$ cat config.mk
export PLATFORM = sky130hd
export DESIGN_NAME = spi_select_wait_status_irq
export DESIGN_NICKNAME = d
export VERILOG_FILES = /design/src/design/spi_sel_pkg.sv /design/src/design/spi_select_wait_status_irq.sv
export SDC_FILE = /design/constraint.sdc
export NUM_CORES = 1
export LEC_CHECK = 0
export BUFFER_PORTS_ARGS = -buffer_cell sky130_fd_sc_hd__buf_2
export CAP_MARGIN = 5
export CORE_MARGIN = 5
export CORE_UTILIZATION = 50
export DETAILED_ROUTE_END_ITERATION = 10
export MAX_ROUTING_LAYER = met4
export PLACE_DENSITY = 0.76
export SETUP_SLACK_MARGIN = 0.2
export SLEW_MARGIN = 20
export SYNTH_ARGS = -nofsm -noshare
export SYNTH_HDL_FRONTEND = slang
export SYNTH_SLANG_ARGS = --single-unit
$ cat constraint.sdc
create_clock -name sys_clk -period 2.5 [get_ports sys_clk]
set_clock_uncertainty 0.15 [all_clocks]
set_input_delay 0 -clock sys_clk [delete_from_list [all_inputs] [get_ports sys_clk]]
set_output_delay 0 -clock sys_clk [all_outputs]
set_load 0.005 [all_outputs]
$ cat src/design/spi_sel_pkg.sv
// Function
// - master, select output: auto bit picks manual bit or transfer timing; ignored in slave.
// - master, output, manual: manual bit 0 drives inactive level, 1 drives active.
// - slave, select pin ignored: manual bit 1 means selected, 0 not selected.
// - select polarity bit 0 means active low, 1 means active high.
// - master: direction 0 makes select an input for violation detection; 1 output.
// - slave: direction 0 ignores select pin; direction 1 makes it a valid input.
// - master inserts wait count times one clock period between transfers.
// - wait count applies only in master mode, no effect in slave mode.
// - busy sets at transfer start, clears at completion; reads 0 in slave mode.
// - violation flag sets when outside drives select active while in master mode.
// - violation with interrupt enable forces slave, disables outputs, then flag clears.
// - tx empty sets at reset and on shifter load; transmit write clears it.
// - overflow sets when receive loads while full still set; receive read clears.
// - receive full sets on receive load, clears when software reads receive data.
// - clearing the interface enable clears every status bit.
// - violation interrupt enable works only in master mode with detection configured.
// - separate enables gate tx empty, overflow and receive full interrupts.
// - soft request bit sets the interrupt request; no effect while gate is 0.
// - master interrupt gate allows the request when 1, blocks it when 0.
// - mode bit in the first control register: 0 slave, 1 master.
package spi_sel_pkg;
	localparam logic [7:0] OFS_RX_DATA = 8'h00;
	localparam logic [7:0] OFS_TX_DATA = 8'h04;
	localparam logic [7:0] OFS_CTRL1 = 8'h08;
	localparam logic [7:0] OFS_SELECT = 8'h0C;
	localparam logic [7:0] OFS_WAIT = 8'h10;
	localparam logic [7:0] OFS_STATUS = 8'h14;
	localparam logic [7:0] OFS_INT_CTRL = 8'h18;
	// control register 1 fields
	localparam int CTRL_ON_BIT = 0;
	localparam int CTRL_MODE_BIT = 1;
	// select pin control fields
	localparam int SEL_DIR_BIT = 8;
	localparam int SEL_POL_BIT = 9;
	localparam int SEL_MAN_BIT = 10;
	localparam int SEL_AUTO_BIT = 11;
	// status fields
	localparam int ST_RXFULL_BIT = 2;
	localparam int ST_OVF_BIT = 3;
	localparam int ST_TXEMPTY_BIT = 4;
	localparam int ST_VIOL_BIT = 5;
	localparam int ST_BUSY_BIT = 6;
	// interrupt control fields
	localparam int IC_GATE_BIT = 0;
	localparam int IC_SOFT_BIT = 1;
	localparam int IC_RXFULL_BIT = 2;
	localparam int IC_OVF_BIT = 3;
	localparam int IC_TXEMPTY_BIT = 4;
	localparam int IC_VIOL_BIT = 5;
	localparam logic [31:0] STATUS_RESET = 32'h0000_0010;
	localparam logic [1:0] RESP_OKAY = 2'h0;
	localparam logic [1:0] RESP_SLVERR = 2'h2;
	localparam logic [15:0] WAIT_ZERO = 16'h0000;
	localparam logic [15:0] WAIT_ONE = 16'h0001;

	typedef struct packed {
		logic auto_ctrl;
		logic manual;
		logic polarity;
		logic direction;
	} select_cfg_t;

	typedef struct packed {
		logic violation_int_en;
		logic tx_empty_int_en;
		logic rx_overflow_int_en;
		logic rx_full_int_en;
		logic soft_int_request;
		logic int_request_gate;
	} int_cfg_t;

	typedef struct packed {
		logic transfer_busy_flag;
		logic mode_violation_flag;
		logic tx_empty_flag;
		logic rx_overflow_flag;
		logic rx_full_flag;
	} status_t;

	typedef enum logic [1:0] {
		GAP_IDLE = 2'b00,
		GAP_WAIT = 2'b01
	} gap_state_t;
endpackage : spi_sel_pkg

$ cat src/design/spi_select_wait_status_irq.sv
// The AXI4-Lite register port is this design's own decision.
`timescale 1ns/100ps
module spi_select_wait_status_irq (
	input wire logic sys_clk,
	input wire logic rst_n,
	input wire logic [7:0] s_axi_awaddr,
	input wire logic s_axi_awvalid,
	output logic s_axi_awready,
	input wire logic [31:0] s_axi_wdata,
	input wire logic [3:0] s_axi_wstrb,
	input wire logic s_axi_wvalid,
	output logic s_axi_wready,
	output logic [1:0] s_axi_bresp,
	output logic s_axi_bvalid,
	input wire logic s_axi_bready,
	input wire logic [7:0] s_axi_araddr,
	input wire logic s_axi_arvalid,
	output logic s_axi_arready,
	output logic [31:0] s_axi_rdata,
	output logic [1:0] s_axi_rresp,
	output logic s_axi_rvalid,
	input wire logic s_axi_rready,
	input wire logic ss_in,
	output logic ss_out,
	output logic ss_oe,
	input wire logic sclk_tick,
	input wire logic xfer_start,
	input wire logic xfer_done,
	input wire logic rx_load,
	input wire logic [31:0] rx_word,
	output logic [31:0] tx_word,
	output logic start_allow,
	output logic master_mode,
	output logic interface_on,
	output logic slave_selected,
	output logic outputs_off,
	output logic irq
);
	import spi_sel_pkg::*;

	////////////////////////////////////////////////////////////////////////
	// register state
	logic on_reg, on_next;
	logic mode_reg, mode_next;
	select_cfg_t sel_reg, sel_next;
	logic [15:0] wait_reg, wait_next;
	int_cfg_t ic_reg, ic_next;
	status_t st_reg, st_next;
	logic [31:0] tx_reg, tx_next;
	logic [31:0] rx_reg, rx_next;
	logic off_reg, off_next;
	logic ss_out_reg, ss_out_next;
	logic ss_oe_reg, ss_oe_next;
	logic sel_reg_out, sel_out_next;
	logic irq_reg, irq_next;
	gap_state_t gap_reg, gap_next;
	logic [15:0] gap_cnt_reg, gap_cnt_next;
	logic ss_meta_reg, ss_sync_reg;

	// bus channel state
	logic aw_held_reg, aw_held_next;
	logic [7:0] aw_addr_reg, aw_addr_next;
	logic w_held_reg, w_held_next;
	logic [31:0] w_data_reg, w_data_next;
	logic [3:0] w_strb_reg, w_strb_next;
	logic bvalid_reg, bvalid_next;
	logic [1:0] bresp_reg, bresp_next;
	logic rvalid_reg, rvalid_next;
	logic [1:0] rresp_reg, rresp_next;
	logic [31:0] rdata_reg, rdata_next;

	logic wr_fire, rd_fire, wr_hit, rd_hit;
	logic [31:0] wr_val, rd_val, old_val;
	logic tx_wr, rx_rd, ss_active_in, violation, detect_mode;

	////////////////////////////////////////////////////////////////////////
	// select pin input synchroniser, first stage read only by the second
	always_ff @(posedge sys_clk or negedge rst_n) begin
		if (!rst_n) begin
			// pulled-up pin idles high, so no false active level
			ss_meta_reg <= 1'b1;
			ss_sync_reg <= 1'b1;
		end else begin
			ss_meta_reg <= ss_in;
			ss_sync_reg <= ss_meta_reg;
		end
	end

	////////////////////////////////////////////////////////////////////////
	// bus slave: address and data taken in either order, answer once both
	assign s_axi_awready = !aw_held_reg && !bvalid_reg;
	assign s_axi_wready = !w_held_reg && !bvalid_reg;
	assign s_axi_arready = !rvalid_reg;
	assign s_axi_bvalid = bvalid_reg;
	assign s_axi_bresp = bresp_reg;
	assign s_axi_rvalid = rvalid_reg;
	assign s_axi_rresp = rresp_reg;
	assign s_axi_rdata = rdata_reg;
	assign wr_fire = aw_held_reg && w_held_reg;
	assign rd_fire = s_axi_arvalid && s_axi_arready;

	// decode and strobe merge of the pending write
	always_comb begin
		wr_hit = 1'b1;
		unique case (aw_addr_reg)
			OFS_TX_DATA: old_val = tx_reg;
			OFS_CTRL1: old_val = {30'h0, mode_reg, on_reg};
			OFS_SELECT: old_val = {20'h0, sel_reg, 8'h00};
			OFS_WAIT: old_val = {16'h0, wait_reg};
			OFS_INT_CTRL: old_val = {26'h0, ic_reg};
			default: begin
				old_val = 32'h0000_0000;
				wr_hit = 1'b0;
			end
		endcase
		for (int i = 0; i < 4; i++) begin
			wr_val[i*8 +: 8] = w_strb_reg[i] ? w_data_reg[i*8 +: 8]
				: old_val[i*8 +: 8];
		end
	end

	// read decode; status and receive data show the block's own state
	always_comb begin
		rd_hit = 1'b1;
		unique case (s_axi_araddr)
			OFS_RX_DATA: rd_val = rx_reg;
			OFS_TX_DATA: rd_val = tx_reg;
			OFS_CTRL1: rd_val = {30'h0, mode_reg, on_reg};
			OFS_SELECT: rd_val = {20'h0, sel_reg, 8'h00};
			OFS_WAIT: rd_val = {16'h0, wait_reg};
			OFS_STATUS: rd_val = {25'h0, st_reg, 2'h0};
			OFS_INT_CTRL: rd_val = {26'h0, ic_reg};
			default: begin
				rd_val = 32'h0000_0000;
				rd_hit = 1'b0;
			end
		endcase
	end

	// bus channel next state
	always_comb begin
		aw_held_next = aw_held_reg;
		aw_addr_next = aw_addr_reg;
		w_held_next = w_held_reg;
		w_data_next = w_data_reg;
		w_strb_next = w_strb_reg;
		bvalid_next = bvalid_reg;
		bresp_next = bresp_reg;
		rvalid_next = rvalid_reg;
		rresp_next = rresp_reg;
		rdata_next = rdata_reg;
		if (s_axi_awvalid && s_axi_awready) begin
			aw_held_next = 1'b1;
			aw_addr_next = {s_axi_awaddr[7:2], 2'b00};
		end
		if (s_axi_wvalid && s_axi_wready) begin
			w_held_next = 1'b1;
			w_data_next = s_axi_wdata;
			w_strb_next = s_axi_wstrb;
		end
		if (wr_fire) begin
			aw_held_next = 1'b0;
			w_held_next = 1'b0;
			bvalid_next = 1'b1;
			bresp_next = wr_hit ? RESP_OKAY : RESP_SLVERR;
		end else if (bvalid_reg && s_axi_bready) begin
			bvalid_next = 1'b0;
		end
		if (rd_fire) begin
			rvalid_next = 1'b1;
			rdata_next = rd_val;
			rresp_next = rd_hit ? RESP_OKAY : RESP_SLVERR;
		end else if (rvalid_reg && s_axi_rready) begin
			rvalid_next = 1'b0;
		end
	end

	////////////////////////////////////////////////////////////////////////
	// control registers, violation handling, status flags, pins
	assign tx_wr = wr_fire && (aw_addr_reg == OFS_TX_DATA);
	assign rx_rd = rd_fire && (s_axi_araddr == OFS_RX_DATA);
	// pin level compared against the programmed active level
	assign ss_active_in = (ss_sync_reg == sel_reg.polarity);
	assign detect_mode = mode_reg && !sel_reg.direction;
	assign violation = on_reg && detect_mode && ss_active_in;

	always_comb begin
		on_next = on_reg;
		mode_next = mode_reg;
		sel_next = sel_reg;
		wait_next = wait_reg;
		ic_next = ic_reg;
		tx_next = tx_reg;
		rx_next = rx_reg;
		st_next = st_reg;
		off_next = off_reg;
		if (wr_fire) begin
			unique case (aw_addr_reg)
				OFS_TX_DATA: tx_next = wr_val;
				OFS_CTRL1: begin
					on_next = wr_val[CTRL_ON_BIT];
					mode_next = wr_val[CTRL_MODE_BIT];
					// a fresh mode choice releases the outputs again
					off_next = 1'b0;
				end
				OFS_SELECT: begin
					sel_next.auto_ctrl = wr_val[SEL_AUTO_BIT];
					sel_next.manual = wr_val[SEL_MAN_BIT];
					sel_next.polarity = wr_val[SEL_POL_BIT];
					sel_next.direction = wr_val[SEL_DIR_BIT];
				end
				OFS_WAIT: wait_next = wr_val[15:0];
				OFS_INT_CTRL: ic_next = int_cfg_t'(wr_val[5:0]);
				default: ;
			endcase
		end
		// reads and writes clear first so a same-cycle event wins
		if (tx_wr) st_next.tx_empty_flag = 1'b0;
		if (rx_rd) begin
			st_next.rx_full_flag = 1'b0;
			st_next.rx_overflow_flag = 1'b0;
		end
		if (xfer_start) st_next.tx_empty_flag = 1'b1;
		if (rx_load) begin
			rx_next = rx_word;
			st_next.rx_full_flag = 1'b1;
			if (st_reg.rx_full_flag) st_next.rx_overflow_flag = 1'b1;
		end
		// busy tracks transfers only while master
		if (xfer_done) st_next.transfer_busy_flag = 1'b0;
		if (xfer_start && mode_reg) st_next.transfer_busy_flag = 1'b1;
		// error cancelled: drop to slave with outputs off, flag clears
		if (st_reg.mode_violation_flag && ic_reg.violation_int_en) begin
			mode_next = 1'b0;
			off_next = 1'b1;
			st_next.mode_violation_flag = 1'b0;
		end
		// after the cancel, so a forced slave drop also clears busy
		if (!mode_next) st_next.transfer_busy_flag = 1'b0;
		if (violation) st_next.mode_violation_flag = 1'b1;
		// dropping the enable wipes the status word; the reset value
		// with tx empty set stays readable until then
		if (on_reg && !on_next) st_next = status_t'(5'h00);
		// re-enabling restores the empty transmit buffer
		if (!on_reg && on_next) st_next.tx_empty_flag = 1'b1;
	end

	// select pin drive and slave selection
	always_comb begin
		ss_oe_next = 1'b0;
		ss_out_next = !sel_reg.polarity;
		sel_out_next = 1'b0;
		if (mode_reg) begin
			ss_oe_next = sel_reg.direction && !off_reg;
			if (sel_reg.auto_ctrl) begin
				// active for the whole transfer in auto mode
				ss_out_next = st_reg.transfer_busy_flag ~^ sel_reg.polarity;
			end else begin
				ss_out_next = sel_reg.manual ~^ sel_reg.polarity;
			end
		end else if (sel_reg.direction) begin
			sel_out_next = ss_active_in;
		end else begin
			sel_out_next = sel_reg.manual;
		end
	end

	////////////////////////////////////////////////////////////////////////
	// inter-transfer gap, counted in clock periods from the divider
	always_comb begin
		gap_next = gap_reg;
		gap_cnt_next = gap_cnt_reg;
		unique case (gap_reg)
			GAP_IDLE: begin
				if (xfer_done && mode_reg && wait_reg != WAIT_ZERO) begin
					gap_next = GAP_WAIT;
					gap_cnt_next = wait_reg;
				end
			end
			GAP_WAIT: begin
				if (!mode_reg) begin
					gap_next = GAP_IDLE;
				end else if (sclk_tick) begin
					gap_cnt_next = gap_cnt_reg - WAIT_ONE;
					if (gap_cnt_reg == WAIT_ONE) gap_next = GAP_IDLE;
				end
			end
		endcase
	end

	// interrupt request line
	always_comb begin
		irq_next = ic_reg.int_request_gate && (
			ic_reg.soft_int_request ||
			(st_reg.tx_empty_flag && ic_reg.tx_empty_int_en) ||
			(st_reg.rx_overflow_flag && ic_reg.rx_overflow_int_en) ||
			(st_reg.rx_full_flag && ic_reg.rx_full_int_en) ||
			(st_reg.mode_violation_flag && ic_reg.violation_int_en &&
				detect_mode));
	end

	////////////////////////////////////////////////////////////////////////
	// all state registers except the select pin synchroniser
	always_ff @(posedge sys_clk or negedge rst_n) begin
		if (!rst_n) begin
			on_reg <= 1'b0;
			mode_reg <= 1'b0;
			sel_reg <= select_cfg_t'(4'h0);
			wait_reg <= WAIT_ZERO;
			ic_reg <= int_cfg_t'(6'h00);
			st_reg <= status_t'(STATUS_RESET[6:2]);
			tx_reg <= 32'h0000_0000;
			rx_reg <= 32'h0000_0000;
			off_reg <= 1'b0;
			ss_out_reg <= 1'b1;
			ss_oe_reg <= 1'b0;
			sel_reg_out <= 1'b0;
			irq_reg <= 1'b0;
			gap_reg <= GAP_IDLE;
			gap_cnt_reg <= WAIT_ZERO;
			aw_held_reg <= 1'b0;
			aw_addr_reg <= 8'h00;
			w_held_reg <= 1'b0;
			w_data_reg <= 32'h0000_0000;
			w_strb_reg <= 4'h0;
			bvalid_reg <= 1'b0;
			bresp_reg <= RESP_OKAY;
			rvalid_reg <= 1'b0;
			rresp_reg <= RESP_OKAY;
			rdata_reg <= 32'h0000_0000;
		end else begin
			on_reg <= on_next;
			mode_reg <= mode_next;
			sel_reg <= sel_next;
			wait_reg <= wait_next;
			ic_reg <= ic_next;
			st_reg <= st_next;
			tx_reg <= tx_next;
			rx_reg <= rx_next;
			off_reg <= off_next;
			ss_out_reg <= ss_out_next;
			ss_oe_reg <= ss_oe_next;
			sel_reg_out <= sel_out_next;
			irq_reg <= irq_next;
			gap_reg <= gap_next;
			gap_cnt_reg <= gap_cnt_next;
			aw_held_reg <= aw_held_next;
			aw_addr_reg <= aw_addr_next;
			w_held_reg <= w_held_next;
			w_data_reg <= w_data_next;
			w_strb_reg <= w_strb_next;
			bvalid_reg <= bvalid_next;
			bresp_reg <= bresp_next;
			rvalid_reg <= rvalid_next;
			rresp_reg <= rresp_next;
			rdata_reg <= rdata_next;
		end
	end

	// outputs to pins and to the shift engine
	assign ss_out = ss_out_reg;
	assign ss_oe = ss_oe_reg;
	assign slave_selected = sel_reg_out;
	assign irq = irq_reg;
	assign tx_word = tx_reg;
	assign master_mode = mode_reg;
	assign interface_on = on_reg;
	assign outputs_off = off_reg;
	// engine may start only with data ready and the gap elapsed
	assign start_allow = on_reg && mode_reg && !st_reg.tx_empty_flag &&
		!st_reg.transfer_busy_flag && (gap_reg == GAP_IDLE);

	////////////////////////////////////////////////////////////////////////
	// assertions
	property p_auto_sel;
		@(posedge sys_clk) disable iff (!rst_n)
		mode_reg && sel_reg.auto_ctrl && sel_reg.direction && !off_reg
		|=> ss_oe && (ss_out == ($past(st_reg.transfer_busy_flag)
			~^ $past(sel_reg.polarity)));
	endproperty
	a_auto_sel: assert property (p_auto_sel)
		else $error("auto select level wrong");

	property p_manual_sel;
		@(posedge sys_clk) disable iff (!rst_n)
		mode_reg && !sel_reg.auto_ctrl |=>
			ss_out == ($past(sel_reg.manual) ~^ $past(sel_reg.polarity));
	endproperty
	a_manual_sel: assert property (p_manual_sel)
		else $error("manual select level wrong");

	property p_slave_manual;
		@(posedge sys_clk) disable iff (!rst_n)
		!mode_reg && !sel_reg.direction |=>
			slave_selected == $past(sel_reg.manual);
	endproperty
	a_slave_manual: assert property (p_slave_manual)
		else $error("ignored pin slave selection wrong");

	property p_no_drive_input;
		@(posedge sys_clk) disable iff (!rst_n)
		!sel_reg.direction || !mode_reg |=> !ss_oe;
	endproperty
	a_no_drive_input: assert property (p_no_drive_input)
		else $error("select driven while input");

	property p_gap_hold;
		@(posedge sys_clk) disable iff (!rst_n)
		xfer_done && mode_reg && wait_reg != WAIT_ZERO
		|=> !start_allow [*2];
	endproperty
	a_gap_hold: assert property (p_gap_hold)
		else $error("start allowed inside wait gap");

	property p_busy_slave;
		@(posedge sys_clk) disable iff (!rst_n)
		!mode_reg |-> !st_reg.transfer_busy_flag;
	endproperty
	a_busy_slave: assert property (p_busy_slave)
		else $error("busy set in slave mode");

	property p_violation_set;
		@(posedge sys_clk) disable iff (!rst_n)
		violation && on_next |=> st_reg.mode_violation_flag;
	endproperty
	a_violation_set: assert property (p_violation_set)
		else $error("violation not flagged");

	property p_cancel;
		@(posedge sys_clk) disable iff (!rst_n)
		st_reg.mode_violation_flag && ic_reg.violation_int_en && !wr_fire
		|=> !mode_reg && outputs_off ##1 !ss_oe;
	endproperty
	a_cancel: assert property (p_cancel)
		else $error("violation not cancelled");

	property p_txe_write;
		@(posedge sys_clk) disable iff (!rst_n)
		tx_wr && !xfer_start && on_reg && on_next
		|=> !st_reg.tx_empty_flag;
	endproperty
	a_txe_write: assert property (p_txe_write)
		else $error("tx empty not cleared by write");

	property p_overflow;
		@(posedge sys_clk) disable iff (!rst_n)
		rx_load && st_reg.rx_full_flag && on_next |=>
			st_reg.rx_overflow_flag && st_reg.rx_full_flag;
	endproperty
	a_overflow: assert property (p_overflow)
		else $error("overflow not flagged");

	property p_disabled_clear;
		@(posedge sys_clk) disable iff (!rst_n)
		on_reg && !on_next |=> st_reg == status_t'(5'h00);
	endproperty
	a_disabled_clear: assert property (p_disabled_clear)
		else $error("status not cleared while disabled");

	property p_irq_gate;
		@(posedge sys_clk) disable iff (!rst_n)
		!ic_reg.int_request_gate |=> !irq;
	endproperty
	a_irq_gate: assert property (p_irq_gate)
		else $error("irq raised with gate off");

	property p_soft_irq;
		@(posedge sys_clk) disable iff (!rst_n)
		ic_reg.int_request_gate && ic_reg.soft_int_request |=> irq;
	endproperty
	a_soft_irq: assert property (p_soft_irq)
		else $error("soft request not raised");
endmodule : spi_select_wait_status_irq

After elaboration in Yosys (flattened, before gate mapping). Cells that the tools add are included.

Output and inout bits: 81. Register bits: 204. Bits of input ports: 96. Logic and storage cells: 185.

Equal/unequal tests: 20. $add $sub $neg: 1. Bitwise operators: 2. Reductions and logical operators: 69. Mux-type cells: 52.

Operator list (number): 32-bit one-hot mux with 7 select lines (1); 32-bit one-hot mux with 4 select lines (1); 16-bit two-way mux (3); 1-bit two-way mux (32); 8-bit two-way mux (4); 16-bit one-hot mux with 2 select lines (1); 1-bit logical AND (29); 8-bit by 5-bit == test with 1-bit output (second input constant) (3); 16-bit by 1-bit == test with 1-bit output (second input constant) (1); 8-bit by 4-bit == test with 1-bit output (second input constant) (2); 2-bit two-way mux (8); 16-bit nonzero test (1); 16-bit by 1-bit subtractor with 16-bit output (second input constant) (1); 6-bit by 2-bit == test with 1-bit output (second input constant) (2); 6-bit by 3-bit == test with 1-bit output (second input constant) (2); 3-bit AND reduction (4); 2-bit nonzero test (6); 1-bit zero test (11); 2-bit AND reduction (5); 5-bit nonzero test (2); 8-bit by 3-bit == test with 1-bit output (second input constant) (1); 8-bit zero test (1); 7-bit OR reduction (1); 6-bit by 1-bit == test with 1-bit output (second input constant) (1); other kinds (13) (21).

Longest topological paths before layout. Gate-level depths: netlist of the first run.

Depth after elaboration: 9. Depth in mapped cells: 9. Depth with buffers taken out: 9.

Worst setup path before layout of the first run. OpenSTA, ideal clock, no wires.

Path kind: reg2reg. Start point: reg aw_addr_reg[7]. End point: reg st_reg[2] (netlist bit). Library setup time: 0.080 ns. Stages on the path, launching flop included: 10. Period minus slack after synthesis: 2.631 ns. Arrival: 2.401 ns. Required time: 2.270 ns. Path buffers: 0. Slack: -0.131 ns. Cells stage by stage: dfrtp_1 nor4_2 and3_1 a221oi_1 or2_2 o21ai_0 ha_1 nand2b_1 mux2_2 o22a_1.

Cells in the longest elaborated chain, start to end: 9. Elaborated cells between the ends (all ways): 16. Those cells by class: 5 x eq/ne; 6 x mux; 5 x reduce/logical.

RTL lines: from (decl) (RTL line spi_select_wait_status_irq.sv:62) `logic [7:0] aw_addr_reg, aw_addr_next;`; from (signal assigned) (RTL line spi_select_wait_status_irq.sv:348) `aw_addr_reg <= aw_addr_next;`; 6-bit by 3-bit == test with 1-bit output (tied with other cells) (RTL line spi_select_wait_status_irq.sv:105) `unique case (aw_addr_reg)`; 32-bit one-hot mux with 4 select lines (RTL line spi_select_wait_status_irq.sv:105); 8-bit two-way mux (RTL line spi_select_wait_status_irq.sv:117) `wr_val[i*8 +: 8] = w_strb_reg[i] ? w_data_reg[i*8 +: 8]`; 1-bit two-way mux (*) (RTL line spi_select_wait_status_irq.sv:198) `unique case (aw_addr_reg)`; 1-bit two-way mux (*) (RTL line spi_select_wait_status_irq.sv:197) `if (wr_fire) begin`; via on_next (RTL line spi_select_wait_status_irq.sv:43) `logic on_reg, on_next;`; 1-bit zero test (RTL line spi_select_wait_status_irq.sv:243) `if (on_reg && !on_next) st_next = status_t'(5'h00);`; 1-bit logical AND (RTL line spi_select_wait_status_irq.sv:243); 5-bit two-way mux (RTL line spi_select_wait_status_irq.sv:243); 1-bit two-way mux (RTL line spi_select_wait_status_irq.sv:245) `if (!on_reg && on_next) st_next.tx_empty_flag = 1'b1;`; to (signal assigned) (RTL line spi_select_wait_status_irq.sv:311) `st_reg <= status_t'(STATUS_RESET[6:2]);`; to (signal assigned) (RTL line spi_select_wait_status_irq.sv:337) `st_reg <= st_next;`; to (decl) (RTL line spi_select_wait_status_irq.sv:48) `status_t st_reg, st_next;`.

The timed path passes the listed nets; every way through them passes the cells marked *. The select of a mux whose other input is x is not followed. A chain may end at the register's enable or synchronous reset.

Worst setup path after layout of the first run.
Start point: reg aw_addr_reg[5]. End point: reg st_reg[2] (netlist bit).

The elaborated chain is that of the path after synthesis.

==> impl_metrics.yaml, run 1 <==
logic_synthesis:
  netlist_area_mm2: 0.00912
  syn_area_per_cell_um2: 11.5
  synthCells: 796
  synth_ff_type: "dfrtp_1"
  yosysWarningCount: 0
  synth_edf_count: 0
  yosysUniqueCellTypes: 63
  synthArstFlopShare_pct: 100
  synth-seq-cells: 201
  ys_seq_area_share_pct: 55.2
drt:
  ant_nets: 0
  drt_iter0_drc: 549
  drcViolationCount: 0
  drt-pass1-iter-count: 5
  via_count: 7805
  wl_per_cell_um: 20.4
  viasPerCell: 5.80
  wl_um: 27500
floorplan:
  core.rowCount: 49
  die_w_um: 145
  die_y_um: 145
  io_pins: 177
  start_util_pct: 50.8
  coreArea_mm2: 0.0180
  die-area_mm2: 0.0210
cts:
  clkSinkCount: 201
  clkTransAtPathRegs_ps: 60
  cts_buffers: 23
  cts-htree-levels: 1
  cts-root-buf: "clkbuf_16"
  clkLatencyLatePin_ps: 510
  cts_tree: "built"
  cts.path.max_buffers: 3
global_routing:
  grt_pass1_vias: 8206
  antenna_found_initial: 1
  grt_max_degree: 81
  grt_first_pass_wirelength_um: 44700
  grt_usage_pct: 26.6
  overflow: 0
worst_setup_path:
  path_depth: 9
  cpPeakStageDelay_ps: 410
  worstPathMaxFanout: 3
  worst-r2r-cell-count: 9
  slowest_stage: "dfrtp_1"
  timing_worst_setup_path_type: "reg2reg"
  reg2reg_slack_ps: 80
  cp_data_required_time_ps: 2790
  r2r_end: "st_reg[2]$_DFFE_PN1P_"
  startpoint_type: "flop"
  critical_path.top_delay_family: "simple AND/OR/NAND/NOR gates"
  r2r-start: "aw_addr_reg[5]$_DFFE_PN0P_"
  crit_buf_inv: 0
  arrival_ps: 2710
  endpoint_kind: "flop"
  crit_path_start: "aw_addr_reg[5]$_DFFE_PN0P_"
  crit_chain: "nor4_4 > and3_4 > a221oi_2 > or2_4 > o21ai_2 > ha_1 > nand2b_1 > mux2_4 > o22a_1"
  critPathCapture: "st_reg[2]$_DFFE_PN1P_"
sta:
  slew_headroom_pct: 38.4
  rsz0062_at_grt: "yes"
  setup_viol: 0
  fin_setup_tns_ps: 0
  min_period_over_period_pct: 96.9
  finalHoldViolCount: 0
  report.final.slew_viol_count: 0
  final.min_clock_period_ps: 2420
  max_freq_mhz: 413
  worst_pin_slew_ps: 924
  holdWs_ps: 24.9
final_layout:
  stdcell_area_mm2: 0.0124
  area_growth_pct: 35.7
  nNetsFinal: 1199
  layout-drive-gt1-share_pct: 35.3
hold_path:
  hp-class: "in2reg"
placement:
  dpl-instance-area_mm2: 0.0105
  dp.final_hpwl_um: 17900
  place_congestion: 0.919
  port-buffer-count: 172
power:
  p_leak_nw: 5.86
  vdd_drop_max_v: 0.000806
  cellPowerDensity_mw_per_mm2: 1000
run_status:
  outcome: "finished clean"
flow_run:
  max_cap_violations: 0
-- metal layers --
metal,vias to the layer above,routed length [um],GRT usage [%]
met5,-,0,-
met4,0,1080,9.65
met3,74,1810,4.80
met2,330,13500,43.3
met1,3888,11100,33.7
li1,3513,-,-
-- placed cells by master (no fill, tap or decap), drive strengths merged, types with 4 or more instances in the layout --
cell type      n
buf          219
dfrtp        197
mux2         102
dlygate4sd3   98
nand2         88
o21ai         74
mux2i         45
a21oi         36
clkbuf        34
nor2          26
inv           25
a221oi        14
o22ai         13
a22o          12
nor4          10
nor3          10
nand3          9
nor2b          7
o31ai          6
and2           6
clkinv         6
a2bb2oi        5
or2            5
a31oi          4
a32o           4
dfstp          4
nand2b         4
and3           4
ha             4
nor3b          4
-- worst min path at each step --
stage               cells past startpoint             from  slack, ps                         end
global route                            6  s_axi_araddr[0]         60         st_reg[1]$_DFF_PN0_
floorplan                               0            rst_n       -450  aw_addr_reg[2]$_DFFE_PN0P_
CTS                                     4  s_axi_araddr[2]          5  s_axi_rdata[2]$_DFFE_PN0P_
finish                                  4  s_axi_araddr[2]         20  s_axi_rdata[2]$_DFFE_PN0P_
global placement                        1            rst_n        -50  gap_cnt_reg[9]$_DFFE_PN0P_
detailed placement                      1            rst_n        -60  gap_cnt_reg[9]$_DFFE_PN0P_
-- where the power goes --
part           internal [mW]  leakage [nW]  total, mW  switching (mW)
clock network           2.13         0.389       3.49            1.36
registers               4.16          2.58       5.03           0.870
logic                   1.97          2.90       3.87            1.90
-- synthesized netlist by cell type (all sizes together), types with 5 or more instances --
cell type  count  share of area [%]
o22ai         13               0.89
a22o          12                1.2
o21ai         74                4.1
or2            5               0.34
buf           16               0.92
mux2         102                 13
nand2         88                3.6
nor3          10               0.73
inv           23               0.95
dfrtp        197                 54
clkbuf        26                1.1
o31ai          6               0.49
nor2          26                1.1
and2           6               0.41
a21oi         36                2.0
a2bb2oi        5               0.48
mux2i         45                4.9
nor2b          7               0.48
nor4          10               0.75
a221oi        14                1.3
nand3          9               0.49
-- timing repair --
action	in CTS	in global routing
hold buffers	98	0
pin swaps	2	2
gates resized for setup	1	16
endpoints found under the setup margin	1	31
buffers inserted	3	1
hold endpoints to repair	296	0
-- tightest hold or removal path, stage by stage --
cell and delay (ps):
buf_2 200, nand3_1 140, nand2_1 130, o21ai_0 170
-- through the flow --
step                std cells  power (mW)  setup slack [ps]  util, %
floorplan                 797        6.98              74.6        -
global placement         1201        8.36              71.1     58.4
detailed placement       1201        8.49              2.12     58.5
CTS                      1344        12.2              36.3     68.4
global route             1346        13.0             -49.2     68.9
finish                   1346        12.4              76.8     68.9
-- cells by family (layout without fill, tap and decap cells) --
group                      count (synthesis)  after routing  share of synthesized area [%]
buffers and inverters                     66            385                           2.98
xor gates and xnor gates                   2              2                          0.192
adders and majority gates                  4              4                          0.549
muxes                                    148            148                           17.8
DFF                                      201            201                           55.2
AOI/OAI and AO/OA                        186            186                           12.8
and+or+nand+nor                          188            188                           10.5
other                                      1              3                         0.0411
-- area by class of cell --
type | count | area (um2)
fillers | 1241 | 5590
flip-flops and latches | 201 | 5030
multi-input cells | 530 | 3920
repair buffers | 319 | 2260
clock buffers | 32 | 649
well taps | 229 | 287
clock inverters | 10 | 136
inverters | 24 | 90.1
diodes | 1 | 2.50
No activity file was read; power rests on OpenSTA's default activity.
==> inputs of run 2 (changes only) <==
--- a/config.mk
+++ b/config.mk
@@ -13,7 +13,6 @@
 export MAX_ROUTING_LAYER = met4
 export PLACE_DENSITY = 0.76
 export SETUP_SLACK_MARGIN = 0.2
-export SLEW_MARGIN = 20
 export SYNTH_ARGS = -nofsm -noshare
 export SYNTH_HDL_FRONTEND = slang
 export SYNTH_SLANG_ARGS = --single-unit
==> constraint.sdc (replaced) <==
create_clock -name sys_clk -period 2.2 [get_ports sys_clk]
set_clock_uncertainty 0.15 [all_clocks]
set_input_delay 0 -clock sys_clk [delete_from_list [all_inputs] [get_ports sys_clk]]
set_output_delay 0 -clock sys_clk [all_outputs]
set_load 0.005 [all_outputs]
==> impl_metrics.yaml, run 2 (synthesis gave the netlist of run 1 again) <==
run_status:
  outcome: "complete, but fails checks"
  violations: "negative setup slack"
placement:
  dp.final_hpwl_um: 18500
  dp_slack_ps: -244
  port-buffer-count: 172
  place_congestion: 0.912
power:
  vdd_drop_max_v: 0.000958
  cellPowerDensity_mw_per_mm2: 1150
  p_leak_nw: 6.27
worst_setup_path:
  cp_data_required_time_ps: 2490
  crit_chain: "nor4_4 > and3_4 > a221oi_2 > or2_4 > o21ai_4 > ha_4 > nand2b_4 > mux2_4 > o22a_1"
  r2r-start: "aw_addr_reg[7]$_DFFE_PN0P_"
  startpoint_type: "flop"
  slowest_stage: "dfrtp_1"
  reg2reg_slack_ps: -320
  cpPeakStageDelay_ps: 430
  worstPathMaxFanout: 2
  crit_buf_inv: 0
  critPathCapture: "st_reg[2]$_DFFE_PN1P_"
  endpoint_kind: "flop"
  arrival_ps: 2820
  crit_path_start: "aw_addr_reg[7]$_DFFE_PN0P_"
  worst-r2r-cell-count: 9
  r2r_end: "st_reg[2]$_DFFE_PN1P_"
  timing_worst_setup_path_type: "reg2reg"
  path_depth: 9
  critical_path.top_delay_family: "simple AND/OR/NAND/NOR gates"
floorplan:
  core.rowCount: 49
  die-area_mm2: 0.0210
  die_w_um: 145
  coreArea_mm2: 0.0180
  die_y_um: 145
  io_pins: 177
  start_util_pct: 50.8
sta:
  worst_pin_slew_ps: 968
  finalHoldViolCount: 0
  fin_setup_tns_ps: -1200
  report.final.slew_viol_count: 0
  setup_viol: 6
  min_period_over_period_pct: 115
  slew_headroom_pct: 35.5
  final.min_clock_period_ps: 2520
  rsz0062_at_grt: "yes"
  worst_slack_ps: -323
  max_freq_mhz: 396
cts:
  clkSinkCount: 201
  cts-htree-levels: 1
  clkTransAtPathRegs_ps: 60
  clkLatencyLatePin_ps: 530
  cts_buffers: 23
  cts.path.max_buffers: 3
  cts_tree: "built"
  cts-root-buf: "clkbuf_16"
final_layout:
  final_common_cell: "dfrtp_1"
  layout-drive-gt1-share_pct: 42.4
  layout_common_cells: "dfrtp_1 (195), buf_2 (171), dlygate4sd3_1 (110)"
  multi_input_area_mm2: 0.00440
  area_growth_pct: 47.3
  nNetsFinal: 1260
  nFillCells: 1014
  seq_area_mm2: 0.00504
hold_path:
  hp-start: "s_axi_arvalid"
  hp-class: "in2reg"
global_routing:
  antenna_found_initial: 2
  grt_max_degree: 64
  overflow: 0
  grt_first_pass_wirelength_um: 46300
  grt_usage_pct: 27.6
  grt_pass1_vias: 8582
drt:
  wl_per_cell_um: 22.9
  wl_um: 32200
  drt-pass1-iter-count: 5
  drt_iter0_drc: 895
  via_count: 8561
  ant_nets: 0
  viasPerCell: 6.08
  drcViolationCount: 0
flow_run:
  max_cap_violations: 0
==> run 2: cell count changes in the layout (fill, tap and decap cells not counted), moves of 5 or more <==
cell / change
mux2_4: +18
a21oi_2: +10
buf_6: +18
mux2_2: -18
nor2_1: -5
o21ai_0: -13
o21ai_1: +9
dlygate4sd3_1: +12
a21oi_1: -10
a221oi_4: +8
a221oi_1: -8
buf_4: +27
==> run 2: timing repair <==
item,CTS,global route
pin swaps,9,35
cloned,0,1
hold buffers,110,0
endpoints found under the hold margin,299,0
endpoints found under the setup margin,59,96
setup buffers,11,21
resized for setup,32,120
==> run 2: layout make-up <==
cell class                 instances  share of cell area (%)
antenna                            2                  0.0373
tap                              229                    2.13
sequential                       201                    37.5
timing repair buffer             380                    21.3
clock buffer                      32                    4.91
clock inverter                     9                   0.661
inverter                          24                   0.689
multi-input combinational        530                    32.8
==> run 2: worst min path at each step <==
stage / to / cells past startpoint
after floorplan: aw_addr_reg[2]$_DFFE_PN0P_ / 0
after global placement: slave_selected$_DFF_PN0_ / 1
after detailed placement: slave_selected$_DFF_PN0_ / 1
after CTS: s_axi_rdata[6]$_DFFE_PN0P_ / 5
after global routing: s_axi_rdata[10]$_DFFE_PN0P_ / 4
final: s_axi_rdata[14]$_DFFE_PN0P_ / 4
==> run 2: power breakdown <==
group	internal (mW)	total (mW)	switching, mW
logic	2.97	5.72	2.75
registers	4.73	5.94	1.21
clock network	2.22	3.80	1.58
==> run 2: stage by stage <==
stage                     std cells  instance area [um2]  utilization (%)  hold WS [ps]  power (mW)
after detailed placement       1221                10600             59.2          -124        9.78
final                          1407                13400             74.8          41.8        15.5
after CTS                      1383                12700             70.7          5.59        14.0
after global routing           1407                13400             74.8          33.1        16.1
after floorplan                 797                 9150                -          -446        7.94
after global placement         1221                10600             59.2          -129        9.62
==> run 2: routing by layer <==
metal,vias up,global-route usage (%),part of all wire [%]
met1,4274,35.0,38
met5,-,-,0
met4,0,10.4,4.8
li1,3619,-,-
met3,145,4.61,8.2
met2,523,45.0,49
==> run 2: worst register-to-register path: stages (launching register included) <==
cell      delay (ps)
dfrtp_1          430
nor4_4           350
and3_4           260
a221oi_2          60
or2_4            250
o21ai_4          170
ha_4             230
nand2b_4          60
mux2_4           290
o22a_1           200
==> inputs of run 3 (changes only) <==
--- a/config.mk
+++ b/config.mk
@@ -10,6 +10,7 @@
 export CORE_MARGIN = 5
 export CORE_UTILIZATION = 50
 export DETAILED_ROUTE_END_ITERATION = 10
+export HOLD_SLACK_MARGIN = 0.1
 export MAX_ROUTING_LAYER = met4
 export PLACE_DENSITY = 0.76
 export SETUP_SLACK_MARGIN = 0.2
==> impl_metrics.yaml, run 3 (synthesis gave the netlist of run 1 again) <==
power:
  p_leak_nw: 6.52
  p_clk_share_pct: 25.0
  cellPowerDensity_mw_per_mm2: 1110
  p_comb_share_pct: 36.0
  vdd_drop_max_v: 0.000962
  pwr-share-seq_pct: 39.0
  swShare_pct: 36.3
  finalPower_mw: 15.4
  p_int_mw: 9.78
  p_sw_mw: 5.59
sta:
  rsz0062_at_grt: "yes"
  min_period_over_period_pct: 116
  setup_viol: 7
  finalHoldViolCount: 0
  final.min_clock_period_ps: 2560
  worst_pin_slew_ps: 666
  slew_headroom_pct: 55.1
  report.final.slew_viol_count: 0
  worst_slack_ps: -359
  max_freq_mhz: 391
cts:
  cts_buffers: 23
  clkSinkCount: 201
  cts-htree-levels: 1
  cts_tree: "built"
  cts.path.max_buffers: 3
  clkTransAtPathRegs_ps: 70
  cts-root-buf: "clkbuf_16"
  clkLatencyLatePin_ps: 530
run_status:
  outcome: "complete, but fails checks"
  violations: "negative setup slack"
placement:
  dpl-instance-area_mm2: 0.0106
  place_congestion: 0.912
  port-buffer-count: 172
  dp.final_hpwl_um: 18500
  dp.cells: 1221
final_layout:
  stdcell_area_mm2: 0.0138
  layout-drive-gt1-share_pct: 40.9
  stdcell_count: 1449
  nNetsFinal: 1302
  area_growth_pct: 51.4
  final_common_cell: "dfrtp_1"
  utilization_pct: 76.9
  layout_common_cells: "dfrtp_1 (194), buf_2 (171), dlygate4sd3_1 (148)"
worst_setup_path:
  startpoint_type: "flop"
  slowest_stage: "dfrtp_1"
  crit_buf_inv: 1
  timing_worst_setup_path_type: "reg2reg"
  r2r-start: "aw_addr_reg[7]$_DFFE_PN0P_"
  cp_data_required_time_ps: 2490
  crit_chain: "nor4_4 > buf_4 > nand3_1 > nand2_1 > o21ai_4 > ha_4 > nand2b_4 > mux2_4 > o22a_1"
  worst-r2r-cell-count: 9
  arrival_ps: 2850
  cpPeakStageDelay_ps: 430
  r2r_end: "st_reg[2]$_DFFE_PN1P_"
  endpoint_kind: "flop"
  worstPathMaxFanout: 4
  reg2reg_slack_ps: -360
  critical_path.top_delay_family: "simple AND/OR/NAND/NOR gates"
floorplan:
  start_util_pct: 50.8
  die-area_mm2: 0.0210
  coreArea_mm2: 0.0180
  die_y_um: 145
  core.rowCount: 49
  io_pins: 177
  die_w_um: 145
drt:
  drcViolationCount: 0
  via_count: 9068
  wl_um: 35500
  drt_iter0_drc: 1083
  drt-pass1-iter-count: 6
  viasPerCell: 6.26
  wl_per_cell_um: 24.5
  ant_nets: 0
global_routing:
  antenna_found_initial: 2
  grt_max_degree: 64
  overflow: 0
  grt_first_pass_wirelength_um: 48300
  grt_usage_pct: 28.9
  grt_pass1_vias: 8756
hold_path:
  worstHoldPathCells: 3
  whs_endpoint: "w_data_reg[4]$_DFFE_PN0P_"
  hp-class: "in2reg"
  hp-start: "s_axi_wdata[4]"
flow_run:
  max_cap_violations: 0
## run 3: cell types whose count changed in the layout (fill, tap and decap cells not counted), moves of 7 or more
cell,previous run,this run
a221oi_4,8,0
dlygate4sd3_1,110,148
a21oi_2,10,3
o21ai_0,57,50
a21oi_1,26,33
## run 3: repair_timing
item                                    4_1_cts  5_1_grt
gates cloned                                  0        2
hold endpoints to repair                    328        1
hold buffers                                148        1
gates resized for setup                      32      133
pin swaps                                     9       20
buffers inserted                             11       23
endpoints found under the setup margin       59      106
## run 3: how the worst max path moves through the flow
| stage | startpoint | endpoint | slack (ps) | cells past startpoint |
|---|---|---|---|---|
| 2_1_floorplan | aw_addr_reg[5]$_DFFE_PN0P_ | st_reg[2]$_DFFE_PN1P_ | -230 | 9 |
| 3_3_place_gp | aw_addr_reg[5]$_DFFE_PN0P_ | st_reg[2]$_DFFE_PN1P_ | -190 | 9 |
| 3_5_place_dp | aw_addr_reg[5]$_DFFE_PN0P_ | st_reg[2]$_DFFE_PN1P_ | -240 | 9 |
| 4_1_cts | aw_addr_reg[5]$_DFFE_PN0P_ | st_reg[2]$_DFFE_PN1P_ | -220 | 9 |
| 5_1_grt | aw_addr_reg[7]$_DFFE_PN0P_ | st_reg[2]$_DFFE_PN1P_ | -420 | 9 |
| 6_report | aw_addr_reg[7]$_DFFE_PN0P_ | st_reg[2]$_DFFE_PN1P_ | -360 | 9 |
## run 3: power by group through the flow
stage | clock (mW) | combinational, mW | sequential [mW]
floorplan | 0 | 2.45 | 5.50
global placement | 0 | 3.94 | 5.68
detailed placement | 0 | 4.06 | 5.72
CTS | 3.79 | 4.51 | 5.71
global route | 3.99 | 5.85 | 6.05
finish | 3.84 | 5.53 | 6.00
## run 3: final cells by class
class                      instances  area (um2)
tap                              229         287
clock buffer                      32         659
multi-input combinational        530        4330
inverter                          24        92.6
clock inverter                     9        88.8
timing repair buffer             422        3310
fill                             928        4160
sequential                       201        5040
antenna                            2        5.00
## run 3: through the flow
step	setup slack (ps)	setup TNS, ps	hold WS [ps]
5_1_grt	-418	-1540	110
3_3_place_gp	-189	-189	-129
3_5_place_dp	-244	-255	-124
2_1_floorplan	-225	-225	-446
6_report	-359	-752	106
4_1_cts	-224	-1610	101
## run 3: worst min-delay path, stage by stage
cell           delay, ps
dlygate4sd3_1        520
buf_2                100
mux2_2               130
## run 3: metal layers
layer  GRT usage, %  vias to the layer above  wire [um]
li1               -                     3702          -
met1           36.0                     4498      12500
met2           47.7                      661      17400
met3           4.83                      207       3300
met4           10.8                        0       2240
met5              -                        -          0
